[config.mk]
export PLATFORM = sky130hd
export DESIGN_NAME = goc_core
export DESIGN_NICKNAME = d
export VERILOG_FILES = /design/src/goc_pkg.sv /design/src/goc_core.sv /design/src/goc_fifo.sv
export VERILOG_INCLUDE_DIRS = /design/src
export SDC_FILE = /design/constraint.sdc
export NUM_CORES = 1
export LEC_CHECK = 0
export CORE_MARGIN = 2
export CORE_UTILIZATION = 65
export CTS_CLUSTER_DIAMETER = 30
export DETAILED_ROUTE_END_ITERATION = 12
export DONT_BUFFER_PORTS = 1
export PLACE_DENSITY = 0.81
export SYNTH_ARGS = -nofsm -noshare
export SYNTH_HDL_FRONTEND = slang
export SYNTH_SLANG_ARGS = --single-unit
[constraint.sdc]
create_clock -name clk_i -period 14.8 [get_ports clk_i]
set_input_delay 0 -clock clk_i [delete_from_list [all_inputs] [get_ports clk_i]]
set_output_delay 0 -clock clk_i [all_outputs]
set_load 0.01 [all_outputs]
[src/goc_map.svh]
`ifndef GOC_MAP_SVH
`define GOC_MAP_SVH

// ==================================================
// Register offsets
`define GOC_ADDR_W          6
`define GOC_OFS_CH6_ODD     6'h1B
`define GOC_OFS_CH6_EVEN    6'h1C
`define GOC_OFS_CH7_ODD     6'h1D
`define GOC_OFS_CH7_EVEN    6'h1E
`define GOC_OFS_CTRL3       6'h03

// ==================================================
// Field positions
`define GOC_GAIN_MSB        15
`define GOC_GAIN_LSB        11
`define GOC_ZERO_BIT        10
`define GOC_OFFSET_MSB      9
`define GOC_OFFSET_LSB      0
`define GOC_GAIN_EN_BIT     12
`define GOC_OFFSET_EN_BIT   8

// ==================================================
// Reset values and sizes
`define GOC_CORR_RESET      16'h0000
`define GOC_CTRL3_RESET     16'h0000
`define GOC_CTRL3_MASK      16'h1100
`define GOC_SAMPLE_W        14
`define GOC_SAT_MAX         14'h1FFF
`define GOC_SAT_MIN         14'h2000
`define GOC_FIFO_DEPTH      8

`endif

[src/goc_pkg.sv]
package goc_pkg;
    typedef logic [15:0] goc_reg_t;
    typedef logic [13:0] goc_sample_t;
    typedef logic [5:0]  goc_addr_t;
    typedef logic [1:0]  goc_sel_t;
endpackage

[src/goc_core.sv]
// The implementer's own choice: the address-and-strobe port.
`timescale 1ns/1ps
`default_nettype none
`include "goc_map.svh"

module goc_core (
    // Clock and reset
    input  wire logic                 clk_i,
    input  wire logic                 srst_i,
    // Register port
    input  wire goc_pkg::goc_addr_t   reg_addr_i,
    input  wire goc_pkg::goc_reg_t    reg_wdata_i,
    input  wire logic                 reg_wr_i,
    input  wire logic                 reg_rd_i,
    output goc_pkg::goc_reg_t         reg_rdata_o,
    // Sample input stream
    input  wire logic                 smp_valid_i,
    output logic                      smp_ready_o,
    input  wire goc_pkg::goc_sample_t smp_data_i,
    input  wire logic                 smp_ch7_i,
    input  wire logic                 smp_even_i,
    // Corrected output stream
    output logic                      out_valid_o,
    input  wire logic                 out_ready_i,
    output goc_pkg::goc_sample_t      out_data_o,
    output logic                      out_ch7_o
);
    import goc_pkg::*;

    // ==================================================
    // Registers
    goc_reg_t    corr_r [4];
    goc_reg_t    ctrl3_r;
    goc_reg_t    rdata_r;
    logic        gain_en;
    logic        offset_en;

    function automatic logic [1:0] addr_slot(input goc_addr_t a);
        addr_slot = 2'(a - `GOC_OFS_CH6_ODD);
    endfunction

    function automatic logic addr_is_corr(input goc_addr_t a);
        addr_is_corr = (a >= `GOC_OFS_CH6_ODD) && (a <= `GOC_OFS_CH7_EVEN);
    endfunction

    wire wr_corr  = reg_wr_i && addr_is_corr(reg_addr_i);
    wire wr_ctrl3 = reg_wr_i && (reg_addr_i == `GOC_OFS_CTRL3);
    wire goc_reg_t rd_mux = addr_is_corr(reg_addr_i) ? corr_r[addr_slot(reg_addr_i)] :
                            (reg_addr_i == `GOC_OFS_CTRL3) ? ctrl3_r : 16'h0000;

    assign gain_en   = ctrl3_r[`GOC_GAIN_EN_BIT];
    assign offset_en = ctrl3_r[`GOC_OFFSET_EN_BIT];

    genvar gi;
    generate
        for (gi = 0; gi < 4; gi++) begin : g_corr
            always_ff @(posedge clk_i) begin
                if (srst_i) begin
                    corr_r[gi] <= `GOC_CORR_RESET;
                end else if (wr_corr && addr_slot(reg_addr_i) == 2'(gi)) begin
                    corr_r[gi] <= reg_wdata_i;
                end
            end
        end
    endgenerate

    always_ff @(posedge clk_i) begin
        if (srst_i) begin
            ctrl3_r <= `GOC_CTRL3_RESET;
            rdata_r <= 16'h0000;
        end else begin
            if (wr_ctrl3) begin
                ctrl3_r <= reg_wdata_i & `GOC_CTRL3_MASK;
            end
            rdata_r <= reg_rd_i ? rd_mux : 16'h0000;
        end
    end
    assign reg_rdata_o = rdata_r;

    // ==================================================
    // Gain table: 10^(N*0.01) in Q2.14, N = 0..31, fixed at elaboration
    logic [16:0] gain_tab [32];
    genvar gn;
    generate
        for (gn = 0; gn < 32; gn++) begin : g_gain
            localparam logic [16:0] GVAL = 17'($rtoi(16384.0 * (10.0 ** (gn * 0.01)) + 0.5));
            assign gain_tab[gn] = GVAL;
        end
    endgenerate

    function automatic logic [16:0] gain_mult(input logic [4:0] n);
        gain_mult = gain_tab[n];
    endfunction

    // ==================================================
    // Datapath, one stage then FIFO then output register
    wire goc_reg_t    coef  = corr_r[{smp_ch7_i, smp_even_i}];
    wire logic [4:0]  gcode = gain_en ? coef[`GOC_GAIN_MSB:`GOC_GAIN_LSB] : 5'h00;
    wire logic signed [15:0] ofs_ext = offset_en ?
        16'(signed'(coef[`GOC_OFFSET_MSB:`GOC_OFFSET_LSB])) : 16'sh0000;
    wire logic signed [15:0] diff = 16'(signed'(smp_data_i)) - ofs_ext;
    wire logic signed [33:0] prod = 34'(diff) * 34'(signed'({1'b0, gain_mult(gcode)}));
    wire logic signed [19:0] scaled = prod[33:14];
    wire goc_sample_t sat =
        (scaled > 20'sh01FFF) ? `GOC_SAT_MAX :
        (scaled < -20'sh02000) ? `GOC_SAT_MIN : scaled[13:0];

    logic        stg_valid_r;
    goc_sample_t stg_data_r;
    logic        stg_ch_r;
    logic        fifo_in_ready;
    wire         stg_take = smp_valid_i && smp_ready_o;

    // Stage drains into FIFO; stall propagates back to the source
    assign smp_ready_o = !stg_valid_r || fifo_in_ready;

    always_ff @(posedge clk_i) begin
        if (srst_i) begin
            stg_valid_r <= 1'b0;
            stg_data_r  <= 14'h0000;
            stg_ch_r    <= 1'b0;
        end else if (smp_ready_o) begin
            stg_valid_r <= smp_valid_i;
            if (stg_take) begin
                stg_data_r <= sat;
                stg_ch_r   <= smp_ch7_i;
            end
        end
    end

    logic              f_valid;
    logic [14:0]       f_data;
    logic              ovalid_r;
    goc_sample_t       odata_r;
    logic              och_r;
    wire               f_pop = f_valid && (!ovalid_r || out_ready_i);

    goc_fifo #(
        .WIDTH(15),
        .DEPTH(`GOC_FIFO_DEPTH)
    ) u_fifo (
        .clk_i       (clk_i),
        .srst_i      (srst_i),
        .in_valid_i  (stg_valid_r),
        .in_ready_o  (fifo_in_ready),
        .in_data_i   ({stg_ch_r, stg_data_r}),
        .out_valid_o (f_valid),
        .out_ready_i (!ovalid_r || out_ready_i),
        .out_data_o  (f_data)
    );

    // Output register keeps outputs straight from flops
    always_ff @(posedge clk_i) begin
        if (srst_i) begin
            ovalid_r <= 1'b0;
            odata_r  <= 14'h0000;
            och_r    <= 1'b0;
        end else if (!ovalid_r || out_ready_i) begin
            ovalid_r <= f_valid;
            if (f_pop) begin
                odata_r <= f_data[13:0];
                och_r   <= f_data[14];
            end
        end
    end
    assign out_valid_o = ovalid_r;
    assign out_data_o  = odata_r;
    assign out_ch7_o   = och_r;

    // ==================================================
    // Checks
    property p_bypass;
        @(posedge clk_i) disable iff (srst_i)
        (stg_take && !gain_en && !offset_en) |=> (stg_data_r == $past(smp_data_i));
    endproperty
    a_bypass: assert property (p_bypass) else $error("bypass altered sample");

    property p_gain_off_ignores_code;
        @(posedge clk_i) disable iff (srst_i)
        !gain_en |-> gcode == 5'h00;
    endproperty
    a_gain_off_ignores_code: assert property (p_gain_off_ignores_code) else $error("gain applied while off");

    property p_gain_monotone;
        @(posedge clk_i) disable iff (srst_i)
        (gain_en && gcode != 5'h00) |-> gain_mult(gcode) > gain_mult(gcode - 5'h01);
    endproperty
    a_gain_monotone: assert property (p_gain_monotone) else $error("gain table not rising");

    property p_offset_only;
        @(posedge clk_i) disable iff (srst_i)
        (stg_take && !gain_en && offset_en && diff <= 16'sh1FFF && diff >= -16'sh2000)
        |=> stg_data_r == $past(diff[13:0]);
    endproperty
    a_offset_only: assert property (p_offset_only) else $error("offset subtract wrong");

    property p_offset_sign;
        @(posedge clk_i) disable iff (srst_i)
        (offset_en && coef[9]) |-> ofs_ext < 16'sh0000;
    endproperty
    a_offset_sign: assert property (p_offset_sign) else $error("offset sign lost");

    property p_reg_write_read;
        @(posedge clk_i) disable iff (srst_i)
        (wr_corr ##1 (reg_rd_i && reg_addr_i == $past(reg_addr_i) && !reg_wr_i))
        |=> reg_rdata_o == $past(reg_wdata_i, 2);
    endproperty
    a_reg_write_read: assert property (p_reg_write_read) else $error("register readback wrong");

    property p_reset_zero;
        @(posedge clk_i) (!srst_i && $past(srst_i)) |->
            corr_r[0] == 16'h0000 && corr_r[1] == 16'h0000 && corr_r[2] == 16'h0000 && corr_r[3] == 16'h0000;
    endproperty
    a_reset_zero: assert property (p_reset_zero) else $error("register not cleared");

    property p_saturate;
        @(posedge clk_i) disable iff (srst_i)
        (stg_take && scaled > 20'sh01FFF) |=> stg_data_r == `GOC_SAT_MAX;
    endproperty
    a_saturate: assert property (p_saturate) else $error("no positive saturation");

    c_gain_and_offset: cover property (@(posedge clk_i) stg_take && gain_en && offset_en && gcode == 5'h1F);
    c_sat_low: cover property (@(posedge clk_i) stg_take && scaled < -20'sh02000);
    c_backpressure: cover property (@(posedge clk_i) smp_valid_i && !smp_ready_o);
endmodule

`default_nettype wire

[src/goc_fifo.sv]
`timescale 1ns/1ps
`default_nettype none

module goc_fifo #(
    parameter int WIDTH = 15,
    parameter int DEPTH = 8
) (
    // Clock and reset
    input  wire logic             clk_i,
    input  wire logic             srst_i,
    // Fill side
    input  wire logic             in_valid_i,
    output logic                  in_ready_o,
    input  wire logic [WIDTH-1:0] in_data_i,
    // Drain side
    output logic                  out_valid_o,
    input  wire logic             out_ready_i,
    output logic      [WIDTH-1:0] out_data_o
);
    localparam int AW = $clog2(DEPTH);

    logic [WIDTH-1:0] mem [DEPTH];
    logic [AW-1:0]    wr_ptr_r;
    logic [AW-1:0]    rd_ptr_r;
    logic [AW:0]      count_r;
    wire              push;
    wire              pop;

    assign push        = in_valid_i && in_ready_o;
    assign pop         = out_valid_o && out_ready_i;
    assign in_ready_o  = (count_r != (AW+1)'(DEPTH));
    assign out_valid_o = (count_r != '0);
    assign out_data_o  = mem[rd_ptr_r];

    always_ff @(posedge clk_i) begin
        if (srst_i) begin
            wr_ptr_r <= '0;
            rd_ptr_r <= '0;
            count_r  <= '0;
        end else begin
            if (push && in_ready_o) begin
                wr_ptr_r <= (wr_ptr_r == AW'(DEPTH - 1)) ? '0 : wr_ptr_r + 1'b1;
            end
            if (pop) begin
                rd_ptr_r <= (rd_ptr_r == AW'(DEPTH - 1)) ? '0 : rd_ptr_r + 1'b1;
            end
            count_r <= count_r + (AW+1)'(push && in_ready_o) - (AW+1)'(pop);
        end
    end

    always_ff @(posedge clk_i) begin
        if (push && in_ready_o) begin
            mem[wr_ptr_r] <= in_data_i;
        end
    end

    // ==================================================
    // Checks
    property p_fifo_no_overflow;
        @(posedge clk_i) disable iff (srst_i)
        count_r == (AW+1)'(DEPTH) |-> !in_ready_o;
    endproperty
    a_fifo_no_overflow: assert property (p_fifo_no_overflow) else $error("fifo full but ready");

    c_fifo_full: cover property (@(posedge clk_i) disable iff (srst_i) !in_ready_o);
endmodule

`default_nettype wire

## After elaboration in Yosys (flattened, before gate mapping)

Memory sizes are Yosys's and may differ from the RTL's. A register that Yosys moved wholly into a read port is not among the register bits.
Index checks and enable logic that the tools add are counted.

- Add/sub/neg operators: 6
- $mul: 1
- Order comparisons: 5
- Eq/ne operators: 7
- Mux-type cells: 30
- Bitwise operators: 6
- Reduce and logical (&&, ||, !) cells: 20

Operator list:

| kind | number |
|---|---|
| 2-to-1 mux 16 bit | 6 |
| multiplier 16 x 18 -> 34 bit | 1 |
| 2-to-1 mux 17 bit | 2 |
| 2-to-1 mux 14 bit | 2 |
| > comparator 20 x 14 -> 1 bit, second input constant | 1 |
| less-than comparator 20 x 14 -> 1 bit, second input constant | 1 |
| 2-to-1 mux 1 bit | 16 |
| subtractor 14 x 16 -> 16 bit | 1 |
| 2-to-1 mux 13 bit | 1 |
| logical AND 1 bit | 11 |
| adder 3 x 1 -> 3 bit, second input constant | 2 |
| equality test 3 bit, second input constant | 2 |
| equality test 6 x 2 -> 1 bit, second input constant | 1 |
| >= comparator 6 x 5 -> 1 bit, second input constant | 1 |
| >= comparator 6 bit, second input constant | 1 |
| less-or-equal comparator 6 x 5 -> 1 bit, second input constant | 1 |
| 2-to-1 mux 3 bit | 2 |
| inverter 5 -> 6 bit | 1 |
| 2-to-1 mux 5 bit | 1 |
| adder 4 x 1 -> 4 bit | 1 |
| equality test 2 bit, second input constant | 2 |
| inequality test 4 bit, second input constant | 1 |
| bitwise OR 1 bit | 4 |
| AND reduction 2 bit | 2 |
| 9 further kinds | 11 |

- Register bits: 45
- Memory bits (writable): 184
- ROM bits: 544
- Bits of input ports: 44
- Memories kept: 3

Memories:

| memory | words | width | read ports | clocked after memory_dff | write ports | line | RTL |
|---|---|---|---|---|---|---|---|
| (no name shown) | 32 | 17 | 1 | 0 | 0 | goc_core.sv:92 | `gain_mult = gain_tab[n];` |
| u_fifo.mem | 8 | 15 | 1 | 1 | 1 | goc_fifo.sv:22 | `logic [WIDTH-1:0] mem [DEPTH];` |
| corr_r | 4 | 16 | 2 | 0 | 4 | goc_core.sv:32 | `goc_reg_t corr_r [4];` |

## Logic depth before layout (Yosys ltp)

Gate-level depths: netlist of the first run.
An unclocked memory read counts as a cell.

- Depth in word-level cells: 10
- Depth in mapped cells: 43

## By module

A second synthesis of the first run with hierarchy kept.

- Cell total of the unflattened synthesis: 1,994
- Area total of the unflattened synthesis: 21,117.8 µm²

Modules (own cells, without submodules):

| module | times used | cells each | area an instance (µm²) |
|---|---|---|---|
| goc_core | 1 | 1,738 | 15,768.9 |
| goc_fifo | 1 | 256 | 5,348.9 |

## Worst setup path before layout of the first run

No wires, ideal clock.

- Kind: input to register
- From: input port smp_even_i
- To: register stg_data_r[9]
- Data arrival time: 10,271 ps
- Data required time: 14,720 ps
- Path slack: 4,449 ps
- Stages on the path: 41
- Path buffers: 4
- Cells stage by stage: buf_6 > buf_1 > mux4_2 > and2_1 > ha_1 > inv_1 > fa_1 > a21o_1 > a21oi_1 > o21bai_1 > a21o_1 > a21oi_1 > o21bai_1 > a21o_1 > a21oi_1 > o21ai_0 > xnor2_1 > nand2_1 > (+5 left out) > fa_1 > inv_1 > fa_1 > inv_1 > ha_1 > clkbuf_1 > and3_1 > and2_1 > a221oi_1 > o31a_1 > or3b_1 > a311oi_2 > o21bai_1 > xnor2_2 > o41ai_4 > buf_6 > nand2_2 > a211oi_2

- Longest elaborated chain between the ends: 10

RTL lines:

| what | line | RTL |
|---|---|---|
| start, declared | goc_core.sv:21 | `input wire logic smp_even_i,` |
| memory (4 x 16 bit) * | - |  |
| 2-to-1 mux 5 bit | goc_core.sv:98 | `` wire logic [4:0] gcode = gain_en ? coef[`GOC_GAIN_MSB:`GOC_GAIN_LSB] : 5'h00; `` |
| inverter 5 -> 6 bit (implied by the code) | goc_core.sv:92 |  |
| memory (32 x 17 bit) | - |  |
| 2-to-1 mux 17 bit (implied by the code) (2 in a row) | goc_core.sv:92 |  |
| multiplier 16 x 18 -> 34 bit * | goc_core.sv:102 | `wire logic signed [33:0] prod = 34'(diff) * 34'(signed'({1'b0, gain_mult(gcode)}));` |
| less-than comparator 20 x 14 -> 1 bit | goc_core.sv:106 | `` (scaled < -20'sh02000) ? `GOC_SAT_MIN : scaled[13:0]; `` |
| 2-to-1 mux 14 bit | goc_core.sv:106 |  |
| 2-to-1 mux 14 bit * | goc_core.sv:105 | `` (scaled > 20'sh01FFF) ? `GOC_SAT_MAX : `` |
| end signal, assigned | goc_core.sv:125 | `stg_data_r <= sat;` |
| end, declared | goc_core.sv:109 | `goc_sample_t stg_data_r;` |

Mark *: on every way between the ends. The rest lies on a longest branch, timed or not. The select of a mux whose other input is x is not followed.
A chain may end at the register's enable or synchronous reset.

## Final worst setup path of the first run

- From: register ctrl3_r[8]
- To: register stg_data_r[10]

- Longest elaborated chain between the ends: 6

RTL lines:

| what | line | RTL |
|---|---|---|
| start, declared | goc_core.sv:33 | `goc_reg_t ctrl3_r;` |
| start signal, assigned | goc_core.sv:69 | `` ctrl3_r <= `GOC_CTRL3_RESET; `` |
| start signal, assigned | goc_core.sv:73 | `` ctrl3_r <= reg_wdata_i & `GOC_CTRL3_MASK; `` |
| 2-to-1 mux 16 bit * | goc_core.sv:99 | `wire logic signed [15:0] ofs_ext = offset_en ?` |
| subtractor 14 x 16 -> 16 bit * | goc_core.sv:101 | `wire logic signed [15:0] diff = 16'(signed'(smp_data_i)) - ofs_ext;` |
| multiplier 16 x 18 -> 34 bit * | goc_core.sv:102 |  |
| less-than comparator 20 x 14 -> 1 bit | goc_core.sv:106 |  |
| 2-to-1 mux 14 bit | goc_core.sv:106 |  |
| 2-to-1 mux 14 bit * | goc_core.sv:105 |  |

Mark *: on every way between the ends. The rest lies on a longest branch, timed or not.

==> reports/metrics.yaml, run 1 <==
outcome:
  status: "completed"
power:
  power_frac_comb: 0.273
  p_per_area_nw_per_um2: 103
  total_power_mw: 2.32
  p_leak_nw: 9.85
  power_switching_mw: 0.757
  internal-power_mw: 1.56
  ir_drop_v: 0.000131
  swShare: 0.326
  clockPowerShare: 0.356
  pwr-share-seq: 0.371
synth:
  syn-num-nets: 2328
  synth_edf_count: 184
  ys_ff_latch: 244
  yosys.area.top_type_share: 0.268
  yosysTopAreaCell: "edfxtp_1"
  syn_inst: 1922
  synthTopCellsByArea: "edfxtp_1 (27%), fa_1 (19%), ha_1 (10%)"
  synth_ff_type: "edfxtp_1"
  synthDistinctLibCells: 83
  async_reset_ff_frac: 0
  syn_area_per_cell_um2: 10.7
  yosys_warnings: 0
  syn_area_um2: 20600
  ys_seq_area_frac: 0.326
timing:
  worstMarginPinSlew_ps: 1270
  finalSetupTns_ps: 0
  hold_violations: 0
  clock_skew_ps: 24.5
  fin_crit_sh: 0.784
  holdWs_ps: 40.5
  rsz0062_at_grt: "false"
  fin_crit_ps: 11610
  max_freq_ghz: 0.0862
  drv_slew: 0
  setup_viol: 0
  maxSlewHeadroom: 0.146
detailed_routing:
  vias_per_cell: 6.32
  drt-total-wl_um: 53300
  via_count: 14874
  firstDrtPassIters: 9
  drt-wirelength-per-cell_um: 22.7
  antenna_left: 0
  drc: 0
  drt_iter0_markers: 1147
global_route:
  grt.total_usage: 0.329
  grt_antenna_before_repair: 0
  grt_overflow: 0
  grt_pass1_wl_um: 84200
  grt_pass1_vias: 15711
  grt_max_degree: 46
worst_setup_path:
  start_kind: "flop"
  rr_endpoint: "stg_data_r[10]$_SDFFE_PP0P_"
  reg2regPathDepth: 36
  cpPeakStageDelay_ps: 940
  cp_top_family: "compound AO/OA/AOI/OAI gates"
  crit_cells: 36
  worstPathArrival_ps: 12020
  cp-endpoint: "stg_data_r[10]$_SDFFE_PP0P_"
  r2r_setup_slack_ps: 3190
  critPathLaunch: "ctrl3_r[8]$_SDFFE_PP0P_"
  r2r_start: "ctrl3_r[8]$_SDFFE_PP0P_"
  critPathMaxFanout: 13
  path_buf_inv: 4
  required_ps: 15220
  worstSetupPathType: "reg2reg"
  endpoint_kind: "flop"
  cpMostUsedCell: "fa_1"
  crit_slowest_cell: "o41ai_4"
final_layout:
  area_growth_pct: 9.15
  fin_cells: 2352
  layout_common_cells: "inv_1 (268), fa_1 (195), nor2_1 (185)"
  n_antenna_cell: 0
  fillers: 2141
  nets: 2329
  area.sequential_um2: 6730
  multiInputGateArea_um2: 12600
  final_common_cell: "inv_1"
  final_util: 0.717
  drive_above_1_share: 0.101
floorplan:
  die_w_um: 182
  core_um2: 31400
  rows: 65
  ioPinCount: 77
  start_util: 0.657
  die_y_um: 182
  die-area_um2: 33200
cts:
  clkTransAtPathRegs_ps: 60
  post_cts_buffers: 0
  clk_path_buf_depth: 3
  clock_latency_ps: 520
  cts_root_buf: "clkbuf_16"
  numCtsBuffers: 36
  h-tree-depth: 2
  clock_sinks: 244
  cts_tree: "built"
hold_path:
  hp-class: "in2reg"
  hold_path_startpoint: "reg_addr_i[0]"
place:
  dp_hpwl_um: 37400
  gp_congestion: 0.954
  port_buffers: 0
  dp.cells: 2256
run:
  drv_cap: 0
how the worst min path moves through the flow:
stage | endpoint | slack, ps | depth (start not counted)
final | reg_rdata_o[5]$_SDFF_PP0_ | 40 | 3
after global routing | reg_rdata_o[6]$_SDFF_PP0_ | 70 | 3
after CTS | reg_rdata_o[4]$_SDFF_PP0_ | 30 | 3
after detailed placement | u_fifo.rd_ptr_r[0]$_SDFFE_PP0P_ | 70 | 1
after global placement | u_fifo.rd_ptr_r[0]$_SDFFE_PP0P_ | 70 | 1
after floorplan | ctrl3_r[8]$_SDFFE_PP0P_ | 150 | 2
sequential cells by signal (all words and copies together), names as in the netlist, 2 cells and up:
| register | count |
|---|---|
| stg_data_r | 14 |
| u_fifo.rd_ptr_r | 3 |
| reg_rdata_o | 16 |
| u_fifo.mem | 120 |
| corr_r | 64 |
| u_fifo.count_r | 4 |
| ctrl3_r | 2 |
| u_fifo.wr_ptr_r | 3 |
| out_data_o | 14 |
tightest hold or removal path: stages:
cell and delay (ps):
buf_12 170, mux4_2 230, nor2b_1 110
Yosys cell counts (6+ instances only):
cell type,count
mux4_2,60
dfxtp_1,60
a21oi_1,51
nor3_1,16
edfxtp_1,184
o21ai_0,36
nor2b_1,23
fa_1,195
buf_1,12
nand2_2,10
nand2_1,175
o21a_1,7
nand3_1,19
and2_1,25
o21bai_1,7
nor2_1,188
mux2i_1,27
nand2b_1,26
and4_1,6
inv_1,268
a31oi_1,10
xor2_1,15
ha_1,167
a21o_1,30
clkbuf_1,68
xnor2_1,23
a211oi_1,23
o22ai_1,7
a211oi_2,10
and3_1,71
nand4_1,11
per-layer routing:
layer  GRT usage  vias up  part of all wire
li1            -     6587                 -
met1       0.412     7346              0.37
met2       0.555      780              0.49
met3      0.0846      161             0.096
met4       0.126        0             0.038
met5           0        -                 0
per-stage QoR:
stage                     instance area [µm²]  worst slack, ps
after floorplan                         20600             4450
after global placement                  21000             3700
after detailed placement                21000             3390
after CTS                               22500             3300
after global routing                    22500             2540
final                                   22500             3190
what timing repair did:
item,4_1_cts,5_1_grt
endpoints found under the setup margin,0,0
resized for setup,0,0
hold endpoints to repair,124,0
hold buffers,31,0
area by class of cell:
class                           instances  area share
Multi-Input combinational cell       1322       0.561
Clock inverter                         24      0.0109
Inverter                              270      0.0451
Tap cell                              402      0.0223
Clock buffer                           41      0.0413
Sequential cell                       244       0.299
Timing Repair Buffer                   49      0.0210
cells by family after synthesis:
group                    after synthesis  synth area share
AND/OR/NAND/NOR                      587             0.134
adder cells (fa/ha/maj)              362             0.291
buffers and inverters                356            0.0662
flip-flops                           244             0.326
AO/OA/AOI/OAI                        243            0.0848
multiplexers                          90            0.0803
XOR/XNOR                              40            0.0180
power by group through the flow:
| stage | combinational [mW] | clock (mW) | sequential (mW) |
|---|---|---|---|
| after floorplan | 0.463 | 0 | 0.853 |
| after global routing | 0.691 | 0.862 | 0.868 |
| after detailed placement | 0.601 | 0 | 0.872 |
| final | 0.633 | 0.827 | 0.862 |
| after global placement | 0.581 | 0 | 0.867 |
| after CTS | 0.628 | 0.828 | 0.860 |
No activity file was read; power rests on OpenSTA's default activity.
==> run 2: changes to the inputs <==
- ABC_AREA: default -> 1
- clock period: 14.8 -> 11.11 ns (I/O delays scaled with it)
==> run 2 against run 1 <==
  * Via count grew 13%
  * Clock power grew 44%
  * Sequential share of layout area grew 0.11 points
  * Sequential cell count is the same
  * Hold slack lost 4.5 ps
  * Critical path type unchanged
  * Largest power group is now clock
==> reports/metrics.yaml, run 2 <==
hold_path:
  hp-class: "in2reg"
power:
  pwr-share-seq: 0.329
  swShare: 0.362
  clockPowerShare: 0.345
  power_switching_mw: 1.25
  p_leak_nw: 10.2
  ir_drop_v: 0.000167
  internal-power_mw: 2.20
  p_per_area_nw_per_um2: 154
  power_frac_comb: 0.326
floorplan:
  core_um2: 31400
  start_util: 0.655
  die_y_um: 182
  die_w_um: 182
  ioPinCount: 77
  die-area_um2: 33100
  rows: 65
timing:
  worstMarginPinSlew_ps: 1150
  drv_slew: 0
  maxSlewHeadroom: 0.230
  max_freq_ghz: 0.102
  finalSetupTns_ps: 0
  clock_skew_ps: 16.3
  fin_crit_ps: 9770
  setup_viol: 0
  hold_violations: 0
  fin_crit_sh: 0.879
  rsz0062_at_grt: "false"
cts:
  numCtsBuffers: 39
  clk_path_buf_depth: 3
  clock_latency_ps: 520
  post_cts_buffers: 0
  clock_sinks: 244
  clkTransAtPathRegs_ps: 50
  h-tree-depth: 2
  cts_tree: "built"
  cts_root_buf: "clkbuf_16"
synth:
  yosysTopAreaCell: "edfxtp_1"
  syn_inst: 2340
  yosys.area.top_type_share: 0.269
  ys_ff_latch: 244
  syn_area_um2: 20600
  yosysMostFrequentCell: "inv_1"
  synth_edf_count: 184
  ys_seq_area_frac: 0.327
  synth_ff_type: "edfxtp_1"
  yosys-top-cells-count: "inv_1 (376), nand2_1 (368), nor2_1 (336)"
  yosys_warnings: 0
  async_reset_ff_frac: 0
  syn-num-nets: 2746
  synthDistinctLibCells: 52
  syn_area_per_cell_um2: 8.79
  synthTopCellsByArea: "edfxtp_1 (27%), fa_1 (19%), ha_1 (10%)"
final_layout:
  multiInputGateArea_um2: 12000
  area_growth_pct: 9.06
  largest_register_ff_count: 120
  nets: 2746
  drive_above_1_share: 0.0641
  regMostFlops: "u_fifo.mem"
  final_util: 0.715
  area.sequential_um2: 6730
  layout_common_cells: "inv_1 (376), nand2_1 (368), nor2_1 (328)"
  final_common_cell: "inv_1"
  final_cell_area_um2: 22400
  fillers: 2222
detailed_routing:
  via_count: 16832
  antenna_left: 0
  firstDrtPassIters: 5
  drt-wirelength-per-cell_um: 19.5
  drc: 0
  drt-total-wl_um: 54100
  vias_per_cell: 6.07
  drt_iter0_markers: 1702
worst_setup_path:
  start_kind: "flop"
  r2r_start: "corr_r[2][0]$_SDFFCE_PN0P_"
  r2r_setup_slack_ps: 1340
  worstPathArrival_ps: 10150
  critPathMaxFanout: 13
  cp-endpoint: "stg_data_r[1]$_SDFFE_PP0P_"
  endpoint_kind: "flop"
  required_ps: 11490
  reg2regPathDepth: 41
  rr_endpoint: "stg_data_r[1]$_SDFFE_PP0P_"
  cpPeakStageDelay_ps: 640
  worstSetupPathType: "reg2reg"
  crit_slowest_cell: "xor2_1"
  cpMostUsedCell: "fa_1"
  critPathLaunch: "corr_r[2][0]$_SDFFCE_PN0P_"
global_route:
  grt_overflow: 0
  grt.total_usage: 0.336
  grt_pass1_vias: 17239
  grt_antenna_before_repair: 0
  grt_pass1_wl_um: 87900
  grt_max_degree: 64
place:
  dpl-instance-area_um2: 20800
  dp_hpwl_um: 38600
  port_buffers: 0
  gp_congestion: 0.982
outcome:
  status: "completed"
run:
  drv_cap: 0
run 2: layout make-up:
cell class,instances,share of cell area
Antenna cell,1,0.000112
Clock inverter,26,0.0128
Tap cell,402,0.0224
Sequential cell,244,0.300
Timing Repair Buffer,41,0.0171
Clock buffer,46,0.0456
Multi-Input combinational cell,1625,0.537
Inverter,389,0.0651
run 2: stage by stage:
stage               total power [mW]  cells  worst slack [ps]  hold slack (ps)
finish                          3.45   2774              1340             35.9
global route                    3.64   2773               654             58.4
CTS                             3.44   2773              1530             28.8
detailed placement              2.24   2671              1600             70.7
global placement                2.20   2671              1880             68.8
floorplan                       1.95   2340              2900              149
run 2: how the worst min path moves through the flow:
stage | from | to | slack (ps) | depth (start not counted)
after CTS | reg_addr_i[0] | reg_rdata_o[14]$_SDFF_PP0_ | 30 | 4
after detailed placement | srst_i | u_fifo.count_r[1]$_SDFF_PP0_ | 70 | 1
after floorplan | reg_rd_i | reg_rdata_o[12]$_SDFF_PP0_ | 150 | 2
after global routing | reg_addr_i[0] | reg_rdata_o[7]$_SDFF_PP0_ | 60 | 4
after global placement | srst_i | u_fifo.count_r[1]$_SDFF_PP0_ | 70 | 1
final | reg_addr_i[0] | reg_rdata_o[9]$_SDFF_PP0_ | 40 | 4
run 2: repair_timing:
action                                 in CTS  in global routing
resized for setup                           0                  0
endpoints found under the hold margin     104                  0
hold buffers                               30                  0
run 2: critical path, delay by kind of cell, from the launching register on:
kind            cells  cell delay [ps]
xor+xnor            1              640
fa+ha+maj           9             3990
simple gates       13             1370
flops               1              310
compound gates     12             2600
buf+inv             6              730
run 2: layer usage:
layer	routed length [µm]	vias to the layer above	GRT usage
li1	-	7562	-
met1	20100	8072	0.419
met2	26100	978	0.566
met3	5090	220	0.0650
met4	2770	0	0.162
met5	0	-	0
run 2: kinds of logic after synthesis:
family / share of synthesized area
AND/OR/NAND/NOR: 0.168
XOR/XNOR: 0.0131
AO/OA/AOI/OAI: 0.112
adder cells (fa/ha/maj): 0.291
flip-flops: 0.327
buffers and inverters: 0.0882
run 2: power by group through the flow:
stage | clock (mW) | combinational (mW) | sequential (mW)
6_report | 1.19 | 1.12 | 1.13
3_3_place_gp | 0 | 1.06 | 1.15
5_1_grt | 1.24 | 1.26 | 1.14
3_5_place_dp | 0 | 1.09 | 1.15
4_1_cts | 1.19 | 1.11 | 1.13
2_1_floorplan | 0 | 0.815 | 1.13
